--- src/design/ats_core.sv ---
`timescale 1ns/100ps
package ats_pkg;
  // ***************************************************
  // register offsets
  // ***************************************************
  localparam logic [7:0] OFS_CTRL     = 8'h00;
  localparam logic [7:0] OFS_CMD      = 8'h04;
  localparam logic [7:0] OFS_MAIN_LVL = 8'h08;
  localparam logic [7:0] OFS_DLY_LVL  = 8'h0C;
  localparam logic [7:0] OFS_STATUS   = 8'h10;
  localparam logic [7:0] OFS_INT_STAT = 8'h14;
  localparam logic [7:0] OFS_INT_MASK = 8'h18;
  // ***************************************************
  // field positions
  // ***************************************************
  localparam int CTRL_RUN    = 0;
  localparam int CTRL_SINGLE = 1;
  localparam int CTRL_DLY_EN = 2;
  localparam int CTRL_TYPE   = 3;   // two bits
  localparam int CTRL_SHORT  = 5;
  localparam int CTRL_SRC    = 6;   // two bits
  localparam int CMD_FORCE   = 0;
  localparam int CMD_MID     = 1;
  localparam int INT_TRIG    = 0;
  localparam int INT_DONE    = 1;
  localparam int INT_STOP    = 2;
  localparam int INT_W       = 3;
  // ***************************************************
  // reset values
  // ***************************************************
  localparam logic [7:0]  RST_CTRL  = 8'h00;
  localparam logic [11:0] RST_LEVEL = 12'h800;
  localparam logic [2:0]  RST_MASK  = 3'h0;
  // ***************************************************
  // types
  // ***************************************************
  typedef enum logic [1:0] {
    TT_EDGE  = 2'b00,
    TT_LOGIC = 2'b01,
    TT_PULSE = 2'b10
  } ats_type_t;
  typedef enum logic [2:0] {
    ST_STOP  = 3'b000,
    ST_PRE   = 3'b001,
    ST_READY = 3'b010,
    ST_POST  = 3'b011,
    ST_DWAIT = 3'b100,
    ST_DPOST = 3'b101
  } ats_state_t;
endpackage

module ats_core #(
  parameter int LW = 12
) (
  input  wire logic          pclk,         // acquisition clock, 200 MHz
  input  wire logic          presetn,      // async reset, low
  input  wire logic          psel,         // apb select
  input  wire logic          penable,      // apb access phase
  input  wire logic          pwrite,       // apb direction
  input  wire logic [7:0]    paddr,        // apb byte address
  input  wire logic [31:0]   pwdata,       // apb write data
  output logic      [31:0]   prdata,       // apb read data
  output logic               pready,       // apb ready
  output logic               pslverr,      // apb error, unmapped
  input  wire logic          force_btn,    // forced-acquire pin
  input  wire logic          run_btn,      // run/halt pin
  input  wire logic          midpoint_level_request, // midpoint pin
  input  wire logic          knob_up,      // level knob step up pin
  input  wire logic          knob_dn,      // level knob step down pin
  input  wire logic          main_trig,    // comparator main trigger
  input  wire logic          dly_trig,     // comparator delayed trigger
  input  wire logic [LW-1:0] peak_pos,     // source positive peak
  input  wire logic [LW-1:0] peak_neg,     // source negative peak
  input  wire logic          pre_done,     // pretrigger filled, holdoff over
  input  wire logic          post_done,    // posttrigger fill complete
  output logic               arm_led,      // pretrigger fill light
  output logic               ready_led,    // ready light
  output logic               trigd_led,    // triggered light
  output logic               fill_pre,     // memory: fill pretrigger
  output logic               fill_post,    // memory: fill posttrigger
  output logic               fill_dpost,   // memory: fill delayed post
  output logic [LW-1:0]      trig_level,   // edge level
  output logic [LW-1:0]      thresh_level, // logic/pulse threshold
  output logic [LW-1:0]      dly_level,    // delayed trigger level
  output logic [1:0]         trig_type,    // selected trigger type
  output logic [1:0]         trig_source,  // selected source channel
  output logic               irq           // interrupt, high level
);
  // ***************************************************
  // pin synchronisers
  // ***************************************************
  logic [4:0] pins_s;
  logic [4:0] pins_q;
  ats_sync #(.W(5)) u_sync (
    .pclk    (pclk),
    .presetn (presetn),
    .din     ({knob_dn, knob_up, midpoint_level_request, run_btn, force_btn}),
    .dout    (pins_s)
  );
  // previous synchronised level, so each press acts once on its rise
  always_ff @(posedge pclk or negedge presetn) begin
    if (!presetn) pins_q <= 5'h00;
    else          pins_q <= pins_s;
  end
  wire [4:0] pin_rise = pins_s & ~pins_q;
  wire       force_p  = pin_rise[0];
  wire       run_p    = pin_rise[1];
  wire       mid_p    = pin_rise[2];
  wire       up_p     = pin_rise[3];
  wire       dn_p     = pin_rise[4];

  // ***************************************************
  // apb decode
  // ***************************************************
  wire wr_en     = psel & penable & pwrite;
  wire rd_setup  = psel & ~penable & ~pwrite;
  wire hit_ctrl  = paddr == ats_pkg::OFS_CTRL;
  wire hit_cmd   = paddr == ats_pkg::OFS_CMD;
  wire hit_main  = paddr == ats_pkg::OFS_MAIN_LVL;
  wire hit_dly   = paddr == ats_pkg::OFS_DLY_LVL;
  wire hit_stat  = paddr == ats_pkg::OFS_STATUS;
  wire hit_istat = paddr == ats_pkg::OFS_INT_STAT;
  wire hit_imask = paddr == ats_pkg::OFS_INT_MASK;
  wire mapped    = hit_ctrl | hit_cmd | hit_main | hit_dly | hit_stat | hit_istat | hit_imask;
  // zero wait states: every access completes in its first access cycle
  assign pready  = 1'b1;
  assign pslverr = psel & penable & ~mapped;

  // ***************************************************
  // control registers
  // ***************************************************
  logic [7:0]    ctrl_q;
  logic          run_q;
  logic [LW-1:0] main_lvl_q;
  logic [LW-1:0] dly_lvl_q;
  logic [2:0]    imask_q;
  logic [2:0]    istat_q;
  logic          force_q;
  ats_pkg::ats_state_t state_q, state_d;

  wire single_m  = ctrl_q[ats_pkg::CTRL_SINGLE];
  wire dly_en    = ctrl_q[ats_pkg::CTRL_DLY_EN];
  wire [1:0] typ = ctrl_q[ats_pkg::CTRL_TYPE +: 2];
  wire short_cls = ctrl_q[ats_pkg::CTRL_SHORT];
  wire stopped   = state_q == ats_pkg::ST_STOP;

  wire sw_force  = wr_en & hit_cmd & pwdata[ats_pkg::CMD_FORCE];
  wire sw_mid    = wr_en & hit_cmd & pwdata[ats_pkg::CMD_MID];
  wire mid_ok    = (typ == ats_pkg::TT_EDGE) | ((typ == ats_pkg::TT_PULSE) & ~short_cls);
  wire mid_go    = (mid_p | sw_mid) & mid_ok;

  // halfway between peaks; one extra bit keeps the sum from wrapping
  wire [LW:0]    peak_sum = {1'b0, peak_pos} + {1'b0, peak_neg};
  wire [LW-1:0]  mid_lvl  = peak_sum[LW:1];
  wire [LW-1:0]  lvl_max  = {LW{1'b1}};
  wire [LW-1:0]  lvl_up   = (main_lvl_q == lvl_max) ? main_lvl_q : main_lvl_q + 1'b1;
  wire [LW-1:0]  lvl_dn   = (main_lvl_q == '0) ? main_lvl_q : main_lvl_q - 1'b1;

  // knob steps take effect at once, regardless of state or mode
  // later lines win: knob over midpoint over bus write
  logic [LW-1:0] main_lvl_d;
  always_comb begin
    main_lvl_d = main_lvl_q;
    if (wr_en & hit_main) main_lvl_d = pwdata[LW-1:0];
    if (mid_go)           main_lvl_d = mid_lvl;
    if (up_p & ~dn_p)     main_lvl_d = lvl_up;
    if (dn_p & ~up_p)     main_lvl_d = lvl_dn;
  end

  // ***************************************************
  // trigger sequencer
  // ***************************************************
  wire force_now = force_q | force_p | sw_force;
  // in delayed mode only the delayed fill closes a record
  wire seq_done  = (state_q == ats_pkg::ST_POST  & post_done & ~dly_en) |
                   (state_q == ats_pkg::ST_DPOST & post_done);
  wire ev_trig   = (state_q == ats_pkg::ST_READY) & (main_trig | force_now);
  wire ev_stop   = seq_done & single_m;

  always_comb begin
    state_d = state_q;
    case (state_q)
      ats_pkg::ST_STOP: begin
        if (run_q) state_d = ats_pkg::ST_PRE;
      end
      ats_pkg::ST_PRE: begin
        // a latched force waits out holdoff, then skips the trigger wait
        if (pre_done) state_d = force_now ? ats_pkg::ST_POST : ats_pkg::ST_READY;
      end
      ats_pkg::ST_READY: begin
        if (main_trig | force_now) state_d = ats_pkg::ST_POST;
      end
      ats_pkg::ST_POST: begin
        if (dly_en)         state_d = ats_pkg::ST_DWAIT;
        else if (post_done) state_d = single_m ? ats_pkg::ST_STOP : ats_pkg::ST_PRE;
      end
      ats_pkg::ST_DWAIT: begin
        if (dly_trig | force_now) state_d = ats_pkg::ST_DPOST;
      end
      ats_pkg::ST_DPOST: begin
        if (post_done) state_d = single_m ? ats_pkg::ST_STOP : ats_pkg::ST_PRE;
      end
      default: state_d = ats_pkg::ST_STOP;
    endcase
    if (!run_q) state_d = ats_pkg::ST_STOP;
  end

  // force is consumed when it moves the sequence on
  wire force_used = force_now &
                    ((state_q == ats_pkg::ST_PRE & pre_done) |
                     state_q == ats_pkg::ST_READY | state_q == ats_pkg::ST_DWAIT);
  // a press while stopped is dropped, not held for the next run
  wire force_d    = stopped ? 1'b0 : ((force_q | force_p | sw_force) & ~force_used);

  // run cleared by hardware once a single sequence finishes
  logic run_d;
  always_comb begin
    run_d = run_q;
    if (ev_stop) run_d = 1'b0;
    if (run_p)   run_d = ~run_q;
    if (wr_en & hit_ctrl) run_d = pwdata[ats_pkg::CTRL_RUN];
  end

  // ***************************************************
  // interrupts
  // ***************************************************
  wire [2:0] ev_vec  = {ev_stop, seq_done, ev_trig};
  wire [2:0] w1c     = (wr_en & hit_istat) ? pwdata[2:0] : 3'h0;
  wire [2:0] istat_d = (istat_q & ~w1c) | ev_vec;  // a new event beats its own clear
  assign irq = |(istat_q & imask_q);

  // ***************************************************
  // state registers
  // ***************************************************
  always_ff @(posedge pclk or negedge presetn) begin
    if (!presetn) begin
      ctrl_q     <= ats_pkg::RST_CTRL;
      run_q      <= 1'b0;
      main_lvl_q <= ats_pkg::RST_LEVEL;
      dly_lvl_q  <= ats_pkg::RST_LEVEL;
      imask_q    <= ats_pkg::RST_MASK;
      istat_q    <= 3'h0;
      force_q    <= 1'b0;
      state_q    <= ats_pkg::ST_STOP;
    end else begin
      if (wr_en & hit_ctrl)  ctrl_q  <= pwdata[7:0];
      if (wr_en & hit_dly)   dly_lvl_q <= pwdata[LW-1:0];
      if (wr_en & hit_imask) imask_q <= pwdata[2:0];
      run_q      <= run_d;
      main_lvl_q <= main_lvl_d;
      istat_q    <= istat_d;
      force_q    <= force_d;
      state_q    <= state_d;
    end
  end

  // ***************************************************
  // indicators and memory strobes
  // ***************************************************
  wire arm_d   = state_d == ats_pkg::ST_PRE;
  wire ready_d = state_d == ats_pkg::ST_READY | state_d == ats_pkg::ST_DWAIT;
  wire trigd_d = state_d == ats_pkg::ST_POST | state_d == ats_pkg::ST_DWAIT |
                 state_d == ats_pkg::ST_DPOST;

  always_ff @(posedge pclk or negedge presetn) begin
    if (!presetn) begin
      arm_led    <= 1'b0;
      ready_led  <= 1'b0;
      trigd_led  <= 1'b0;
      fill_pre   <= 1'b0;
      fill_post  <= 1'b0;
      fill_dpost <= 1'b0;
    end else begin
      arm_led    <= arm_d;
      ready_led  <= ready_d;
      trigd_led  <= trigd_d;
      // no pretrigger writes once the trigger wait begins, so arm and fill agree
      fill_pre   <= arm_d;
      fill_post  <= state_d == ats_pkg::ST_POST;
      fill_dpost <= state_d == ats_pkg::ST_DPOST;
    end
  end

  // ***************************************************
  // level and type outputs
  // ***************************************************
  always_ff @(posedge pclk or negedge presetn) begin
    if (!presetn) begin
      trig_level   <= ats_pkg::RST_LEVEL;
      thresh_level <= ats_pkg::RST_LEVEL;
      dly_level    <= ats_pkg::RST_LEVEL;
      trig_type    <= 2'h0;
      trig_source  <= 2'h0;
    end else begin
      // the one level control serves as level or threshold by type
      if (typ == ats_pkg::TT_EDGE) trig_level   <= main_lvl_d;
      else                         thresh_level <= main_lvl_d;
      dly_level    <= dly_lvl_q;
      trig_type    <= typ;
      // source follows only its own field; channel display has no say
      trig_source  <= ctrl_q[ats_pkg::CTRL_SRC +: 2];
    end
  end

  // ***************************************************
  // read data, captured in the setup phase
  // ***************************************************
  wire [31:0] stat_word = {24'h000000, run_q, force_q, trigd_led, ready_led, arm_led,
                           state_q};
  // command and unmapped addresses read as zero
  logic [31:0] rd_mux;
  always_comb begin
    rd_mux = 32'h00000000;
    if (hit_ctrl)  rd_mux = {24'h000000, ctrl_q[7:1], run_q};
    if (hit_main)  rd_mux = {{(32-LW){1'b0}}, main_lvl_q};
    if (hit_dly)   rd_mux = {{(32-LW){1'b0}}, dly_lvl_q};
    if (hit_stat)  rd_mux = stat_word;
    if (hit_istat) rd_mux = {29'h00000000, istat_q};
    if (hit_imask) rd_mux = {29'h00000000, imask_q};
  end

  always_ff @(posedge pclk or negedge presetn) begin
    if (!presetn)      prdata <= 32'h00000000;
    else if (rd_setup) prdata <= rd_mux;
  end
endmodule

--- src/design/ats_sync.sv ---
`timescale 1ns/100ps
module ats_sync #(
  parameter int W = 1
) (
  input  wire logic         pclk,    // acquisition clock
  input  wire logic         presetn, // async reset, low
  input  wire logic [W-1:0] din,     // asynchronous pins
  output logic      [W-1:0] dout     // filtered, synchronous level
);
  logic [W-1:0] s1_q;
  logic [W-1:0] s2_q;
  logic [W-1:0] s3_q;
  // ***************************************************
  // three stages; a change is taken once stages two and three agree
  // ***************************************************
  genvar i;
  generate
    for (i = 0; i < W; i++) begin : g_bit
      always_ff @(posedge pclk or negedge presetn) begin
        if (!presetn) begin
          s1_q[i] <= 1'b0;
          s2_q[i] <= 1'b0;
          s3_q[i] <= 1'b0;
          dout[i] <= 1'b0;
        end else begin
          s1_q[i] <= din[i];
          s2_q[i] <= s1_q[i];
          s3_q[i] <= s2_q[i];
          if (s2_q[i] == s3_q[i]) dout[i] <= s3_q[i];
        end
      end
    end
  endgenerate
endmodule
--- config.mk ---
export PLATFORM = sky130hd
export DESIGN_NAME = ats_core
export DESIGN_NICKNAME = d
export VERILOG_FILES = /design/src/design/ats_core.sv /design/src/design/ats_sync.sv
export SDC_FILE = /design/constraint.sdc
export NUM_CORES = 1
export LEC_CHECK = 0
export BUFFER_PORTS_ARGS = -buffer_cell sky130_fd_sc_hd__buf_2
export CORE_ASPECT_RATIO = 0.9
export CORE_MARGIN = 10
export CORE_UTILIZATION = 50
export DETAILED_ROUTE_END_ITERATION = 10
export GPL_ROUTABILITY_DRIVEN = 0
export PLACE_DENSITY = 0.75
export SETUP_SLACK_MARGIN = 0.05
export SYNTH_ARGS = -nofsm -noshare
export SYNTH_HDL_FRONTEND = slang
export SYNTH_SLANG_ARGS = --single-unit
--- constraint.sdc ---
create_clock -name pclk -period 2.8 [get_ports pclk]
set_input_delay 0.56 -clock pclk [delete_from_list [all_inputs] [get_ports pclk]]
set_output_delay 0.56 -clock pclk [all_outputs]
set_load 0.05 [all_outputs]
; ---- Yosys cells after proc, flatten, opt, wreduce, memory -nomap -nowiden
; Index checks and enable logic that the tools add are counted.
[classes]
n_addsub = 3
n_eq_ne = 23
mux = 26
bitwise = 58
n_reduce_logical = 6
[op_table]
columns = cell, count
row1 = 12-bit two-way mux, 11
row2 = 1-bit AND, 25
row3 = "8-bit by 5-bit == test with 1-bit output, second input constant", 3
row4 = 3-bit two-way mux, 7
row5 = 1-bit OR, 18
row6 = 3-bit case mux with 6 select lines, 1
row7 = "8-bit by 4-bit == test with 1-bit output, second input constant", 2
row8 = 12-bit by 12-bit adder with 13-bit output, 1
row9 = "12-bit by 1-bit adder with 12-bit output, second input constant", 1
row10 = "12-bit == test, second input constant", 1
row11 = "3-bit by 2-bit == test with 1-bit output, second input constant", 4
row12 = "3-bit == test, second input constant", 4
row13 = 12-bit zero test, 1
row14 = "12-bit by 1-bit subtractor with 12-bit output, second input constant", 1
row15 = 1-bit inverter, 9
row16 = "8-bit by 3-bit == test with 1-bit output, second input constant", 1
row17 = 8-bit zero test, 1
row18 = 8-bit two-way mux, 1
row19 = 3-bit AND, 2
row20 = "3-bit by 1-bit == test with 1-bit output, second input constant", 2
row21 = 1-bit two-way mux, 6
row22 = 5-bit AND, 1
row23 = 1-bit == test, 5
row24 = 5-bit inverter, 1
row25 = other kinds (7), 7
[totals]
reg_bits = 145
output_inout_bits = 81
elab_cells = 156

; ---- Longest topological paths before layout
[logic_depth]
ltp_word = 12
mapped_depth = 9
depth_no_buf = 8

; ---- Hierarchy
; A second synthesis with hierarchy kept.
[unflattened]
cells_unflattened = 675
hier_area_um2 = 6700.2
[by_module_without_submodules]
columns = mod, n_inst, cells_each, area_each_um2, seq_area_each_um2
row1 = ats_core, 1, 650, 6143.4, 2608.8
row2 = ats_sync, 1, 25, 556.8, 500.5

; ---- Least setup slack after synthesis
; No wires, ideal clock.
[synth_path]
path_kind = input port to flip-flop
from = input paddr[2]
to = register thresh_level[8]
setup_time_ps = 125
arrival_time_ps = 2561
setup_slack_ps = 115
stages = 7
path_buffers = 1
path_cell_list = buf_4 -> or4b_4 -> o41ai_4 -> nand3_1 -> nor4b_2 -> o32ai_2 -> mux2_2
[synth_via]
elab_chain_len = 8
elab_cells_between_ends = 11
classes_between = eq/ne: 2 / mux: 4 / bitwise: 5
[synth_lines]
columns = item, line_no
row1 = "start, declared", ats_core.sv:60  ; input wire logic [7:0] paddr,
row2 = 8-bit by 3-bit == test with 1-bit output, ats_core.sv:118  ; wire hit_cmd = paddr == ats_pkg::OFS_CMD;
row3 = 1-bit AND (2 in a row), ats_core.sv:148  ; wire sw_mid = wr_en & hit_cmd & pwdata[ats_pkg::CMD_MID];
row4 = 1-bit OR, ats_core.sv:150  ; wire mid_go = (mid_p | sw_mid) & mid_ok;
row5 = 1-bit AND, ats_core.sv:150
row6 = 12-bit two-way mux *, ats_core.sv:165  ; if (mid_go) main_lvl_d = mid_lvl;
row7 = 12-bit two-way mux *, ats_core.sv:166  ; if (up_p & ~dn_p) main_lvl_d = lvl_up;
row8 = 12-bit two-way mux *, ats_core.sv:167  ; if (dn_p & ~up_p) main_lvl_d = lvl_dn;
row9 = net main_lvl_d[8], ats_core.sv:161  ; logic [LW-1:0] main_lvl_d;
row10 = "end signal, assigned", ats_core.sv:290  ; thresh_level <= ats_pkg::RST_LEVEL;
row11 = "end signal, assigned", ats_core.sv:297  ; else thresh_level <= main_lvl_d;
row12 = "end, declared", ats_core.sv:83  ; output logic [LW-1:0] thresh_level,
; Mark *: on every way through the listed nets, which the timed path passes. The rest lies on a longest branch.
; A chain may end at the register's enable or synchronous reset.

; ---- Worst setup path after layout
[layout_path]
from = register main_lvl_q[0]
to = register thresh_level[2]
[layout_via]
elab_chain_len = 4
elab_cells_between_ends = 8
classes_between = add/sub: 2 / eq/ne: 1 / mux: 4 / reduce/logical: 1
[layout_lines]
columns = item, line_no
row1 = "start, declared", ats_core.sv:134  ; logic [LW-1:0] main_lvl_q;
row2 = "start signal, assigned", ats_core.sv:239  ; main_lvl_q <= ats_pkg::RST_LEVEL;
row3 = "start signal, assigned", ats_core.sv:250  ; main_lvl_q <= main_lvl_d;
row4 = 12-bit by 1-bit adder with 12-bit output or 12-bit == test (tied branches), ats_core.sv:156  ; wire [LW-1:0] lvl_up = (main_lvl_q == lvl_max) ? main_lvl_q : main_lvl_q + 1'b1;
row5 = 12-bit two-way mux, ats_core.sv:156
row6 = 12-bit two-way mux, ats_core.sv:166
row7 = 12-bit two-way mux *, ats_core.sv:167
; Mark *: on every way between the ends. The rest lies on a longest branch, timed or not.

==> key figures <==
Critical path
  – Required time of the critical path: ~3.1 ns
  – CP Capture Type: flip-flop
  – Nature of the critical path startpoint: flip-flop
  – Crit-path max FO: 5
  – WP data arrival: between 2 and 3 ns
  – Kind of critical path: flip-flop to flip-flop

Route
  – Drt total wl: about 19000 microns
  – DR WL/cell: between 15 and 20 microns
  – DRC: 0
  – Drt initial violations: 584
  – Post-DR vias/cell: slightly below 6
  – DRT Pass-1 Iters: 6
  – Post-DRT Antenna Nets: 0
  – DR vias: slightly below 6000

Pwr
  – Flop pwr share: 34.8%
  – Sw frac: between 40% and 50%
  – Power Total: roughly 0.0070 W
  – Int Power: around 0.0042 W
  – IR Drop Worst-Case VDD: 0.8425 mV
  – Static Leak: 3.952 nW
  – Combinational fraction of design power: a little under two fifths
  – Cell area power density: about 860 nW/um^2
  – Clock power share: between 20% and 30%
  – NetSw: around 0.0028 W

Clock tree
  – Clock slew at reported path FFs: 0.05 ns
  – Root Driver: clkbuf_16
  – Post-CTS Setup Repair Bufs: 0
  – CTS tree: yes
  – Later-pin clock latency in the skew report: between 0.4 and 0.5 ns
  – H-Tree Depth: 4
  – Num CTS Buffers: 17
  – Largest buffer count on any clock path: 2
  – Post-cts resize count: 0
  – Cts hold-fix bufs: 0
  – Clock sink total: about 120

Logic synthesis
  – Yosys reg bits: ~120
  – EDFF count, synth: 0
  – Synth Instances: about 650
  – Post-synth top flop: dfrtp_1
  – Yosys warns: 0
  – Syn avg cell area: ~10 sq um
  – Synth top area share: between 40% and 50%
  – Post-synth cell types: 77
  – FFs w/ async S/R, synth: 100.0%
  – Largest cells by area after synthesis: dfrtp_1, mux2_2, nand2_1
  – Synth area leader: dfrtp_1
  – Most frequent cell after synthesis: dfrtp_1
  – Post-synthesis sequential area ratio: a little under half
  – Synth top cells by count: dfrtp_1, nand2_1, a21oi_1
  – Cell Area, Synth: approximately 6600 sq um

STA
  – Slew Limit Fails: 0
  – Period Utilization, post-route: between 90% and 100%
  – Clock skew: ~0.012 ns
  – Worst slew pin tran: 0.6562 ns
  – Max Clk Rate: just under 400 MHz
  – Final TNS setup: 0 ns
  – RSZ-0062 raised after global routing: no
  – Fin. Hold Viols: 0
  – Final setup viols: 0
  – Worst setup margin: 0.2719 ns
  – Fin crit period: around 2.5 ns
  – Slew margin rel.: 55.70%

Floorplanning
  – Initial Utilization: about half
  – Core Region: around 13000 sq um
  – Die Width: 140.8 microns
  – Die ar.: ~18000 sq um
  – Io pins: around 160
  – Site Rows: 39
  – Die height: 128.7 microns

Job
  – Maxcap violations: 0

Finish
  – Layout cell share with drive strength beyond 1: between 30 and 40%
  – Cell area after layout: just over 8000 sq um
  – Register Area: approximately 3100 sq um
  – Area growth syn-to-layout: 23.41%
  – Fillers: ~1000
  – Multi-input logic area: between 3000 and 4000 sq um
  – # nets final: between 900 and 1000

Global route
  – Total grt overflow: 0
  – Tot GR Track Use: between 20% and 30%
  – Initial antenna violation count: 2
  – First-pass GRT wire length: ~30000 microns
  – Pin count of the biggest net entering global routing: 64
  – Number of global-route vias before repair: around 5900

Run status
  – Status: finished, final reports clean

Worst hold path
  – Hold Crit Class: primary input to async pin

Placement
  – Placed cell area: approximately 7600 sq um
  – Post-DP HPWL: about 14000 microns
  – Pre-CTS WS: -0.05703 ns
  – IO Port Bufs: roughly 120
layout by cell type, fill, tap and decap left out, types with 8 or more instances in the layout:
cell type and count:
a21o_1 9, buf_2 116, dfrtp_1 119, or3_1 8, mux2i_1 13, nand4_1 14, a22oi_1 8, ha_1 14
buf_4 57, a21oi_1 36, nand2_1 66, clkbuf_16 17, conb_1 21, and3_1 10, o21ai_0 31, nor3_1 15
inv_1 17, mux2_2 35, nand3_1 22, nor2_1 29, a31oi_1 11
critical path: stages, from the launching register on:
cell	delay, ns
dfrtp_1	0.44
ha_1	0.28
nand3_1	0.12
or4_1	0.60
buf_4	0.19
and3_1	0.17
o21ai_0	0.16
o311ai_0	0.26
o21ai_0	0.21
path summary, 6_finish.rpt:
| kind | startpoint | end | slack (ns) | cells past startpoint |
|---|---|---|---|---|
| max in group asynchronous | presetn | trig_level[11] | 1.93 | 2 |
| hold reg to reg | u_sync.s1_q[3] | u_sync.s2_q[3] | 0.35 | 0 |
| setup / recovery | main_lvl_q[0] | thresh_level[2] | 0.27 | 8 |
| min in group pclk | knob_dn | u_sync.s1_q[4] | 0.25 | 1 |
| setup reg to reg | main_lvl_q[0] | thresh_level[2] | 0.27 | 8 |
| hold / removal | presetn | u_sync.s1_q[1] | 0.07 | 1 |
through the flow:
| stage | utilization [%] | hold WS (ns) | std cells |
|---|---|---|---|
| 6_report | 63.40 | 0.07014 | 986 |
| 5_1_grt | 63.38 | 0.08525 | 985 |
| 4_1_cts | 63.26 | 0.06139 | 983 |
| 3_5_place_dp | 59.14 | 0.3379 | 951 |
| 3_3_place_gp | 59.14 | 0.3334 | 951 |
| 2_1_floorplan | - | 0.2644 | 670 |
registers in the layout, summed over array words and instances, names as in the netlist, 2 cells and up:
name and cells:
ctrl_q 7, dly_level 12, dly_lvl_q 12, imask_q 3, istat_q 3, main_lvl_q 12, pins_q 5, prdata 12
state_q 3, thresh_level 12, trig_level 12, trig_source 2, trig_type 2, u_sync.dout 5, u_sync.s1_q 5, u_sync.s2_q 5
u_sync.s3_q 5
final cells by class:
class	count	area share (%)
clock buffer	25	5.990
tap	164	2.532
sequential	124	38.36
clock inverter	7	0.5094
multi-input combinational	474	39.10
timing repair buffer	174	12.69
antenna	1	0.03087
inverter	17	0.7873
routing by layer:
layer / global-route usage [%] / share of wire, % / up-vias
met5: 0 / 0.058 / -
met4: 8.677 / 2.5 / 2
met3: 7.172 / 10 / 42
met2: 31.41 / 45 / 289
met1: 26.13 / 42 / 2843
li1: - / - / 2689
power by group through the flow:
stage	registers (W)	logic (W)	clock network (W)
2_1_floorplan	0.00295	0.00126	0
3_3_place_gp	0.00243	0.00251	0
3_5_place_dp	0.00244	0.00258	0
4_1_cts	0.00242	0.00260	0.00197
5_1_grt	0.00247	0.00280	0.00203
6_report	0.00243	0.00262	0.00193
kinds of logic after synthesis:
family | share of synthesized area, %
xor gates and xnor gates | 0.9335
DFF | 47.34
AOI/OAI and AO/OA | 17.60
muxes | 7.982
other | 0.1144
buffers and inverters | 5.487
adders and majority gates | 3.734
and+or+nand+nor | 16.80
No activity file was read; power rests on OpenSTA's default activity.
